File: src/core/pmrv_pkg.sv
// ****************************************************************
// Constants shared by the register view and its sampling stage.
// ****************************************************************
package pmrv_pkg;

  // ****************************************************************
  // Register offsets on the plain register port.
  // ****************************************************************
  localparam logic [7:0]  OFS_P2_CTRL    = 8'h00;  // Port 2 control.
  localparam logic [7:0]  OFS_P2_STATUS  = 8'h02;  // Port 2 status.
  localparam logic [7:0]  OFS_P2_ID_LOW  = 8'h04;  // Port 2 id low.
  localparam logic [7:0]  OFS_P1_ABILITY = 8'h0a;  // Port 1 partner.

  // ****************************************************************
  // Port 2 control field positions.
  // ****************************************************************
  localparam int CTL_LOOPBACK    = 14;  // Far-end loopback.
  localparam int CTL_SPEED_100   = 13;  // Forced speed, 1 is 100.
  localparam int CTL_NEG_ENABLE  = 12;  // Auto-negotiation enable.
  localparam int CTL_POWER_DOWN  = 11;  // Power down.
  localparam int CTL_NEG_RESTART = 9;   // Restart negotiation.
  localparam int CTL_FULL_DUPLEX = 8;   // Forced duplex, 1 is full.
  localparam int CTL_XOVER_ALG   = 5;   // Crossover algorithm select.
  localparam int CTL_FORCE_CROSS = 4;   // Force crossed pairs.
  localparam int CTL_XOVER_OFF   = 3;   // Disable auto crossover.
  localparam int CTL_SPARE       = 2;   // Writable spare bit.
  localparam int CTL_TX_DISABLE  = 1;   // Transmitter off.
  localparam int CTL_LED_DISABLE = 0;   // Indicator off.

  // Reset value and the bits that are stored on a write.
  localparam logic [15:0] CTL_RESET      = 16'h1020;
  localparam logic [15:0] CTL_WRITE_MASK = 16'h793f;

  // ****************************************************************
  // Port 2 status fields.
  // ****************************************************************
  localparam logic [15:0] STS_FIXED      = 16'h7808;  // Ability bits.
  localparam int          STS_NEG_DONE   = 5;         // Negotiated.
  localparam int          STS_LINK_UP    = 2;         // Link up.

  // ****************************************************************
  // Port 1 partner ability fields.
  // ****************************************************************
  localparam int          ABL_PAUSE      = 10;        // Pause.
  localparam int          ABL_MODE_LSB   = 5;         // 10 half.
  localparam logic [4:0]  ABL_LOW_FIELD  = 5'h01;     // Bits 4 to 0.
  localparam logic [4:0]  ABL_RESET      = 5'h00;     // Sampled bits.
  localparam logic [1:0]  STS_RESET      = 2'h0;      // Sampled bits.

endpackage : pmrv_pkg

File: src/core/pmrv_sample_reg.sv
`timescale 1ns/1ps
// ****************************************************************
// Resettable sampling register for line-side status levels.
// ****************************************************************
module pmrv_sample_reg #(
  parameter int         WIDTH = 1,            // Sampled width.
  parameter logic [4:0] RST   = 5'h00         // Reset value, low bits.
) (
  // Clock and reset.
  input  wire logic             clk_in,       // System clock.
  input  wire logic             rstn_in,      // Asynchronous, low.
  // Data.
  input  wire logic [WIDTH-1:0] d_in,         // Level to sample.
  output logic      [WIDTH-1:0] q_out         // Registered level.
);

  // Inputs are synchronous already, so one stage only aligns them.
  always_ff @(posedge clk_in or negedge rstn_in) begin
    if (!rstn_in) begin
      q_out <= RST[WIDTH-1:0];
    end else begin
      q_out <= d_in;
    end
  end

endmodule : pmrv_sample_reg

File: src/core/pmrv_top.sv
`timescale 1ns/1ps
// Function
// - Port 1 partner pause bit, read-only, resets zero.
// - Partner bits 8 to 5 report duplex abilities.
// - Control bit 14 enables far-end loopback.
// - Control bit 12 enables negotiation, resets one.
// - Negotiation off: speed bit 13, duplex bit 8.
// - Writing control bit 9 restarts negotiation.
// - Control bit 5 picks crossover algorithm, resets one.
// - Bit 4 forces crossing, bit 3 disables auto.
// - Control bit 1 silences the transmitter.
// - Status bits 14 to 11 read one.
// - Status bit 15 reads zero.
// - Status bit 0 reads zero.
// - Status bit 5 shows negotiation complete.
// - Status bit 3 reads one.
// - Identifier low register is fixed, read-only.
module pmrv_top #(
  // Arbitrary neutral identifier value.
  parameter logic [15:0] ID_LOW = 16'h5a5a
) (
  // Clock and reset.
  input  wire logic        REF_CLK_IN,           // 50 MHz clock.
  input  wire logic        RSTN_IN,              // Asynchronous, low.
  // Register port.
  input  wire logic [7:0]  REG_ADDR_IN,          // Register offset.
  input  wire logic [15:0] REG_WDATA_IN,         // Write data.
  input  wire logic        REG_WR_IN,            // Write strobe.
  input  wire logic        REG_RD_IN,            // Read strobe.
  output logic      [15:0] REG_RDATA_OUT,        // Read data.
  // Port 1 partner abilities from the negotiation engine.
  input  wire logic        P1_LP_PAUSE_IN,       // Partner pause.
  input  wire logic        P1_LP_100_FULL_IN,    // Partner 100 full.
  input  wire logic        P1_LP_100_HALF_IN,    // Partner 100 half.
  input  wire logic        P1_LP_10_FULL_IN,     // Partner 10 full.
  input  wire logic        P1_LP_10_HALF_IN,     // Partner 10 half.
  // Port 2 line state.
  input  wire logic        P2_NEG_DONE_IN,       // Negotiation done.
  input  wire logic        P2_LINK_UP_IN,        // Link up.
  input  wire logic        P2_NEG_SPEED_100_IN,  // Negotiated speed.
  input  wire logic        P2_NEG_FULL_IN,       // Negotiated duplex.
  // Port 2 controls.
  output logic             P2_LOOPBACK_OUT,      // Far-end loopback.
  output logic             P2_NEG_ENABLE_OUT,    // Negotiation on.
  output logic             P2_NEG_RESTART_OUT,   // Restart pulse.
  output logic             P2_SPEED_100_OUT,     // Operating speed.
  output logic             P2_FULL_DUPLEX_OUT,   // Operating duplex.
  output logic             P2_POWER_DOWN_OUT,    // Power down.
  output logic             P2_XOVER_ALG_OUT,     // Crossover variant.
  output logic             P2_FORCE_CROSS_OUT,   // Force crossed pairs.
  output logic             P2_XOVER_OFF_OUT,     // Auto crossover off.
  output logic             P2_TX_DISABLE_OUT,    // Transmitter off.
  output logic             P2_LED_DISABLE_OUT    // Indicator off.
);

  // ****************************************************************
  // Declarations.
  // ****************************************************************
  logic [15:0] ctrl_reg;      // Stored control bits.
  logic [15:0] ctrl_next;     // Control value after a write.
  logic        restart_reg;   // One-cycle restart request.
  logic        speed_reg;     // Operating speed.
  logic        duplex_reg;    // Operating duplex.
  logic [15:0] rdata_reg;     // Read answer.
  logic [15:0] rdata_next;    // Read answer being formed.
  logic [4:0]  ability_q;     // Sampled partner abilities.
  logic [1:0]  status_q;      // Sampled done and link.
  logic        ctrl_wr;       // Write hits the control register.

  assign ctrl_wr = REG_WR_IN && (REG_ADDR_IN == pmrv_pkg::OFS_P2_CTRL);

  // ****************************************************************
  // Line-side sampling.
  // ****************************************************************
  // Partner abilities, pause on top, then 100 full down to 10 half.
  pmrv_sample_reg #(
    .WIDTH (5),
    .RST   (pmrv_pkg::ABL_RESET)
  ) u_ability (
    .clk_in  (REF_CLK_IN),
    .rstn_in (RSTN_IN),
    .d_in    ({P1_LP_PAUSE_IN, P1_LP_100_FULL_IN, P1_LP_100_HALF_IN,
               P1_LP_10_FULL_IN, P1_LP_10_HALF_IN}),
    .q_out   (ability_q)
  );

  // Negotiation done in bit 1, link in bit 0.
  pmrv_sample_reg #(
    .WIDTH (2),
    .RST   ({3'h0, pmrv_pkg::STS_RESET})
  ) u_status (
    .clk_in  (REF_CLK_IN),
    .rstn_in (RSTN_IN),
    .d_in    ({P2_NEG_DONE_IN, P2_LINK_UP_IN}),
    .q_out   (status_q)
  );

  // ****************************************************************
  // Control register.
  // ****************************************************************
  // Read-only and self-clearing bits are masked off, so they read 0.
  always_comb begin
    ctrl_next = (REG_WDATA_IN & pmrv_pkg::CTL_WRITE_MASK);
  end

  // Stored bits drive the port directly, except speed and duplex (mode stage) and the spare bit.
  always_ff @(posedge REF_CLK_IN or negedge RSTN_IN) begin
    if (!RSTN_IN) begin
      ctrl_reg <= pmrv_pkg::CTL_RESET;
    end else if (ctrl_wr) begin
      ctrl_reg <= ctrl_next;
    end
  end

  // Restart is a pulse: the bit clears itself so a second write of 1
  // always restarts again, at the cost of never reading back as 1.
  always_ff @(posedge REF_CLK_IN or negedge RSTN_IN) begin
    if (!RSTN_IN) begin
      restart_reg <= 1'b0;
    end else begin
      restart_reg <= ctrl_wr &&
                     REG_WDATA_IN[pmrv_pkg::CTL_NEG_RESTART];
    end
  end

  // ****************************************************************
  // Operating speed and duplex.
  // ****************************************************************
  // Forced values apply only while negotiation is off.
  always_ff @(posedge REF_CLK_IN or negedge RSTN_IN) begin
    if (!RSTN_IN) begin
      speed_reg  <= 1'b0;
      duplex_reg <= 1'b0;
    end else if (ctrl_reg[pmrv_pkg::CTL_NEG_ENABLE]) begin
      speed_reg  <= P2_NEG_SPEED_100_IN;
      duplex_reg <= P2_NEG_FULL_IN;
    end else begin
      speed_reg  <= ctrl_reg[pmrv_pkg::CTL_SPEED_100];
      duplex_reg <= ctrl_reg[pmrv_pkg::CTL_FULL_DUPLEX];
    end
  end

  // ****************************************************************
  // Read path.
  // ****************************************************************
  // Unmapped offsets answer zero.
  always_comb begin
    rdata_next = 16'h0000;
    case (REG_ADDR_IN)
      pmrv_pkg::OFS_P2_CTRL: begin
        rdata_next = ctrl_reg;
      end
      pmrv_pkg::OFS_P2_STATUS: begin
        rdata_next = pmrv_pkg::STS_FIXED;
        rdata_next[pmrv_pkg::STS_NEG_DONE] = status_q[1];
        rdata_next[pmrv_pkg::STS_LINK_UP]  = status_q[0];
      end
      pmrv_pkg::OFS_P2_ID_LOW: begin
        rdata_next = ID_LOW;
      end
      pmrv_pkg::OFS_P1_ABILITY: begin
        rdata_next[pmrv_pkg::ABL_PAUSE] = ability_q[4];
        rdata_next[pmrv_pkg::ABL_MODE_LSB +: 4] = ability_q[3:0];
        rdata_next[4:0] = pmrv_pkg::ABL_LOW_FIELD;
      end
      default: begin
        rdata_next = 16'h0000;
      end
    endcase
  end

  // Data stand only in the cycle after the read strobe.
  always_ff @(posedge REF_CLK_IN or negedge RSTN_IN) begin
    if (!RSTN_IN) begin
      rdata_reg <= 16'h0000;
    end else if (REG_RD_IN) begin
      rdata_reg <= rdata_next;
    end else begin
      rdata_reg <= 16'h0000;
    end
  end

  // ****************************************************************
  // Outputs.
  // ****************************************************************
  assign REG_RDATA_OUT      = rdata_reg;
  assign P2_LOOPBACK_OUT    = ctrl_reg[pmrv_pkg::CTL_LOOPBACK];
  assign P2_NEG_ENABLE_OUT  = ctrl_reg[pmrv_pkg::CTL_NEG_ENABLE];
  assign P2_NEG_RESTART_OUT = restart_reg;
  assign P2_SPEED_100_OUT   = speed_reg;
  assign P2_FULL_DUPLEX_OUT = duplex_reg;
  assign P2_POWER_DOWN_OUT  = ctrl_reg[pmrv_pkg::CTL_POWER_DOWN];
  assign P2_XOVER_ALG_OUT   = ctrl_reg[pmrv_pkg::CTL_XOVER_ALG];
  assign P2_FORCE_CROSS_OUT = ctrl_reg[pmrv_pkg::CTL_FORCE_CROSS];
  assign P2_XOVER_OFF_OUT   = ctrl_reg[pmrv_pkg::CTL_XOVER_OFF];
  assign P2_TX_DISABLE_OUT  = ctrl_reg[pmrv_pkg::CTL_TX_DISABLE];
  assign P2_LED_DISABLE_OUT = ctrl_reg[pmrv_pkg::CTL_LED_DISABLE];
endmodule : pmrv_top

File: config.mk
export PLATFORM = sky130hd
export DESIGN_NAME = pmrv_top
export DESIGN_NICKNAME = d
export VERILOG_FILES = /design/src/core/pmrv_pkg.sv /design/src/core/pmrv_sample_reg.sv /design/src/core/pmrv_top.sv
export SDC_FILE = /design/constraint.sdc
export NUM_CORES = 1
export LEC_CHECK = 0
export BUFFER_PORTS_ARGS = -buffer_cell sky130_fd_sc_hd__buf_2
export CORE_UTILIZATION = 43
export DETAILED_ROUTE_END_ITERATION = 8
export PLACE_DENSITY = 0.77
export SYNTH_ARGS = -nofsm -noshare
export SYNTH_HDL_FRONTEND = slang
export SYNTH_SLANG_ARGS = --single-unit
File: constraint.sdc
create_clock -name REF_CLK_IN -period 2.6 [get_ports REF_CLK_IN]
set_input_delay 0.52 -clock REF_CLK_IN [delete_from_list [all_inputs] [get_ports REF_CLK_IN]]
set_output_delay 0.52 -clock REF_CLK_IN [all_outputs]
set_load 0.005 [all_outputs]
==> metrics.md <==
| Metric | Value |
|---|---|
| Status | complete, no violations |
| Placed cells | 195 |
| Resized cells post-CTS | 0 |
| I/O pin total | 64 |
| Power per cell area | 561 nW/um2 |
| Area grow syn2layout | 25.3% |
| Fillers | 276 |
| Setup crit start | REG_ADDR_IN[5] |
| Worst Setup EP | ctrl_reg[3] |
| Setup TNS | 0 ns |
| Clock root cell | clkbuf_4 |
| Pins over their slew limit | 0 |
| Worst vdd ir | 0.340 mV |
| Drt via density | 4.69 |
| Top delay family on crit path | simple AND/OR/NAND/NOR gates |
| Die extent in x | 59.0 um |
| Post-synth cell types | 24 |
| Share of post-route cells with drive strength above 1 | 53.5% |
| Slew Limit Headroom | 49.0% |
| Part of the cycle the worst path needs | 62.5% |
| Synth Warn # | 0 |
| Post-synthesis register bit count | 36 |
| Sequential area share after synthesis | 64.8% |
| Critical path required time | 2.83 ns |
| Syn Area/Cell | 14.4 um2 |
| Core ar. | 3080 um2 |
| Post-Route WL | 2620 um |
| Worst slew pin tran | 0.765 ns |
| Final GP Congestion | 0.679 |
| Worst-Skew Late Latency | 0.33 ns |
| Compound-Gate Fraction of Synth Area | 2.15% |
| Max FFs per register | 15 |
| Overall routing resource usage | 17.2% |
| Fmax | 615 MHz |
| Ant. Diodes | 0 |
| Worst flop-to-flop path startpoint | ctrl_reg[12] |
| Post-CTS Hold Fix Bufs | 0 |
| Worst-path clk slew | 0.10 ns |
| Critical-path cell list | buf_2 > nor4_4 > and4b_4 > mux2_2 |
| Worst Path Arrival | 1.85 ns |
| Clock Tree Buf Depth | 2 |
| Max H-tree Level | 2 |
| Syn Nets | 134 |
| Drt pass-1 iters | 4 |
| GRT overflow | 0 |
| DRC Markers | 0 |
| CP max stage cell | and4b_4 |
| Setup Crit Path Kind | input pin to flip-flop |
| Crit-path max cell delay | 0.47 ns |
| Cell Area, Synth | 1400 um2 |
| Post-synthesis mux area share | 14.4% |
| Initial Util | 45.3% |
| Wire length per cell | 12.9 um |
| Initial DRC count | 12 |
| Finished Layout Cells | 203 |
| Post-Synth Adder-Cell Area | 0% |
| Die Y | 59.0 um |
| DP HPWL | 1900 um |
| Global-route wire length before repair | 4140 um |
| Number of post-CTS setup repair buffers | 0 |
| Crit-path max FO | 12 |
| Total CTS buffers | 5 |
| Simple logic cell fraction of the synthesized area | 14.2% |
| Cell Rows | 20 |
| Pre-CTS WS | 0.604 ns |
| RSZ-0062 raised after global routing | no |
| CTS tree | built |
| Count of buffers from port buffering | 58 |
| Critical path capture point type | flip-flop |
| Worst min path class | input pin to async pin |
| Cells after Synth | 97 |
| Maxcap violations | 0 |
| Post-route minimum period | 1.63 ns |
| Largest family of logic cells by synthesized area | multiplexers |
| Final Core Density | 56.8% |
| Post-synthesis xor/xnor area fraction | 0% |
| Final setup fails | 0 |
| Worst setup SP type | input pin |
| DR vias | 953 |
| # clock sinks | 36 |
| Flop2flop setup slack | 1.58 ns |
| Layout net count | 195 |
| Initial antenna violation count | 0 |
| R2r endpoint | P2_FULL_DUPLEX_OUT |
| Final Worst Setup Slack | 0.974 ns |
| Largest net degree at the start of global routing | 37 |
| Final hold vios | 0 |
| Vias in the first global route | 918 |
| Levels on crit path | 4 |
| Clock Skew | 0.00203 ns |
| Die area | 3480 um2 |
| CP Buf/Inv Count | 1 |
| Routed Antenna Nets | 0 |
| LEAKAGE | 0.932 nW |
| FF-to-FF path depth | 1 |
final cells by class:
type | count | area [um2] | area share (%)
Sequential cell | 36 | 903 | 51.7
Multi-Input combinational cell | 56 | 433 | 24.8
Timing Repair Buffer | 58 | 290 | 16.6
Clock buffer | 7 | 55.1 | 3.15
Tap cell | 44 | 55.1 | 3.15
Clock inverter | 1 | 7.51 | 0.429
Inverter | 1 | 3.75 | 0.215
worst min-delay path by stage:
stage / from / to / slack, ns
after floorplan: RSTN_IN / P2_FULL_DUPLEX_OUT / 0.22
after global placement: u_ability.q_out[2] / REG_RDATA_OUT[7] / 0.46
after detailed placement: u_ability.q_out[4] / REG_RDATA_OUT[10] / 0.46
after CTS: RSTN_IN / u_ability.q_out[0] / 0.26
after global routing: P1_LP_10_HALF_IN / u_ability.q_out[0] / 0.25
final: RSTN_IN / u_ability.q_out[0] / 0.25
report_power, final:
part	leakage [nW]	switching, mW	internal (mW)	total [mW]
sequential	0.477	0.00903	0.577	0.586
combinational	0.423	0.0402	0.0436	0.0837
clock	0.0315	0.179	0.132	0.311
through the flow:
step	total power, mW	hold slack [ns]	cell area [um2]
detailed placement	0.683	0.461	1690
global placement	0.678	0.455	1690
CTS	0.996	0.265	1750
global route	1.03	0.247	1750
finish	0.981	0.247	1750
floorplan	0.634	0.224	1400
synthesized netlist by cell type (all sizes together):
cell,n,area share [%]
dfrtp,34,61
dfstp,2,3.8
nand3,1,0.36
mux2i,1,0.72
nor2b,1,0.45
nand3b,1,0.54
buf,2,2.0
nand2,3,0.81
mux2,14,14
nor2,16,4.5
nor4,1,1.5
a21oi,3,1.1
clkbuf,2,2.0
nand4b,3,1.9
inv,1,0.27
a22oi,2,1.1
and4b,1,0.99
and2,2,0.99
nor3,6,2.2
conb,1,0.27
logic make-up (layout without fill, tap and decap cells):
logic type / count (synthesis) / after routing
AO/OA/AOI/OAI: 5 / 5
buffers and inverters: 5 / 67
flip-flops: 36 / 36
multiplexers: 15 / 15
other: 1 / 1
AND/OR/NAND/NOR: 35 / 35
cell usage in the layout (no fill, tap or decap):
cell	synthesis	routed
buf_2	0	58
dfrtp_1	34	34
nor2_1	15	15
mux2_4	9	9
nor3_1	6	6
mux2_2	5	5
clkbuf_4	0	5
nand4b_1	3	3
a21oi_1	3	3
nand2_1	3	3
a22oi_1	2	2
dfstp_2	2	2
inv_1	1	1
nor4_4	1	1
and2_1	1	1
nor2_2	1	1
nand3_1	1	1
nand3b_1	1	1
mux2i_1	1	1
nor2b_1	1	1
and4b_4	1	1
and2_2	1	1
conb_1	1	1
clkbuf_1	0	1
clkbuf_8	2	1
clkinvlp_4	0	1
metal layers:
layer | vias to the layer above | part of all wire [%] | track usage, %
met2 | 41 | 51 | 27.8
li1 | 454 | - | -
met4 | 0 | 0 | 9.18
met1 | 458 | 42 | 20.6
met3 | 0 | 7.4 | 5.49
met5 | - | 0 | 0
Note: power is estimated with default switching activity, not from simulation.
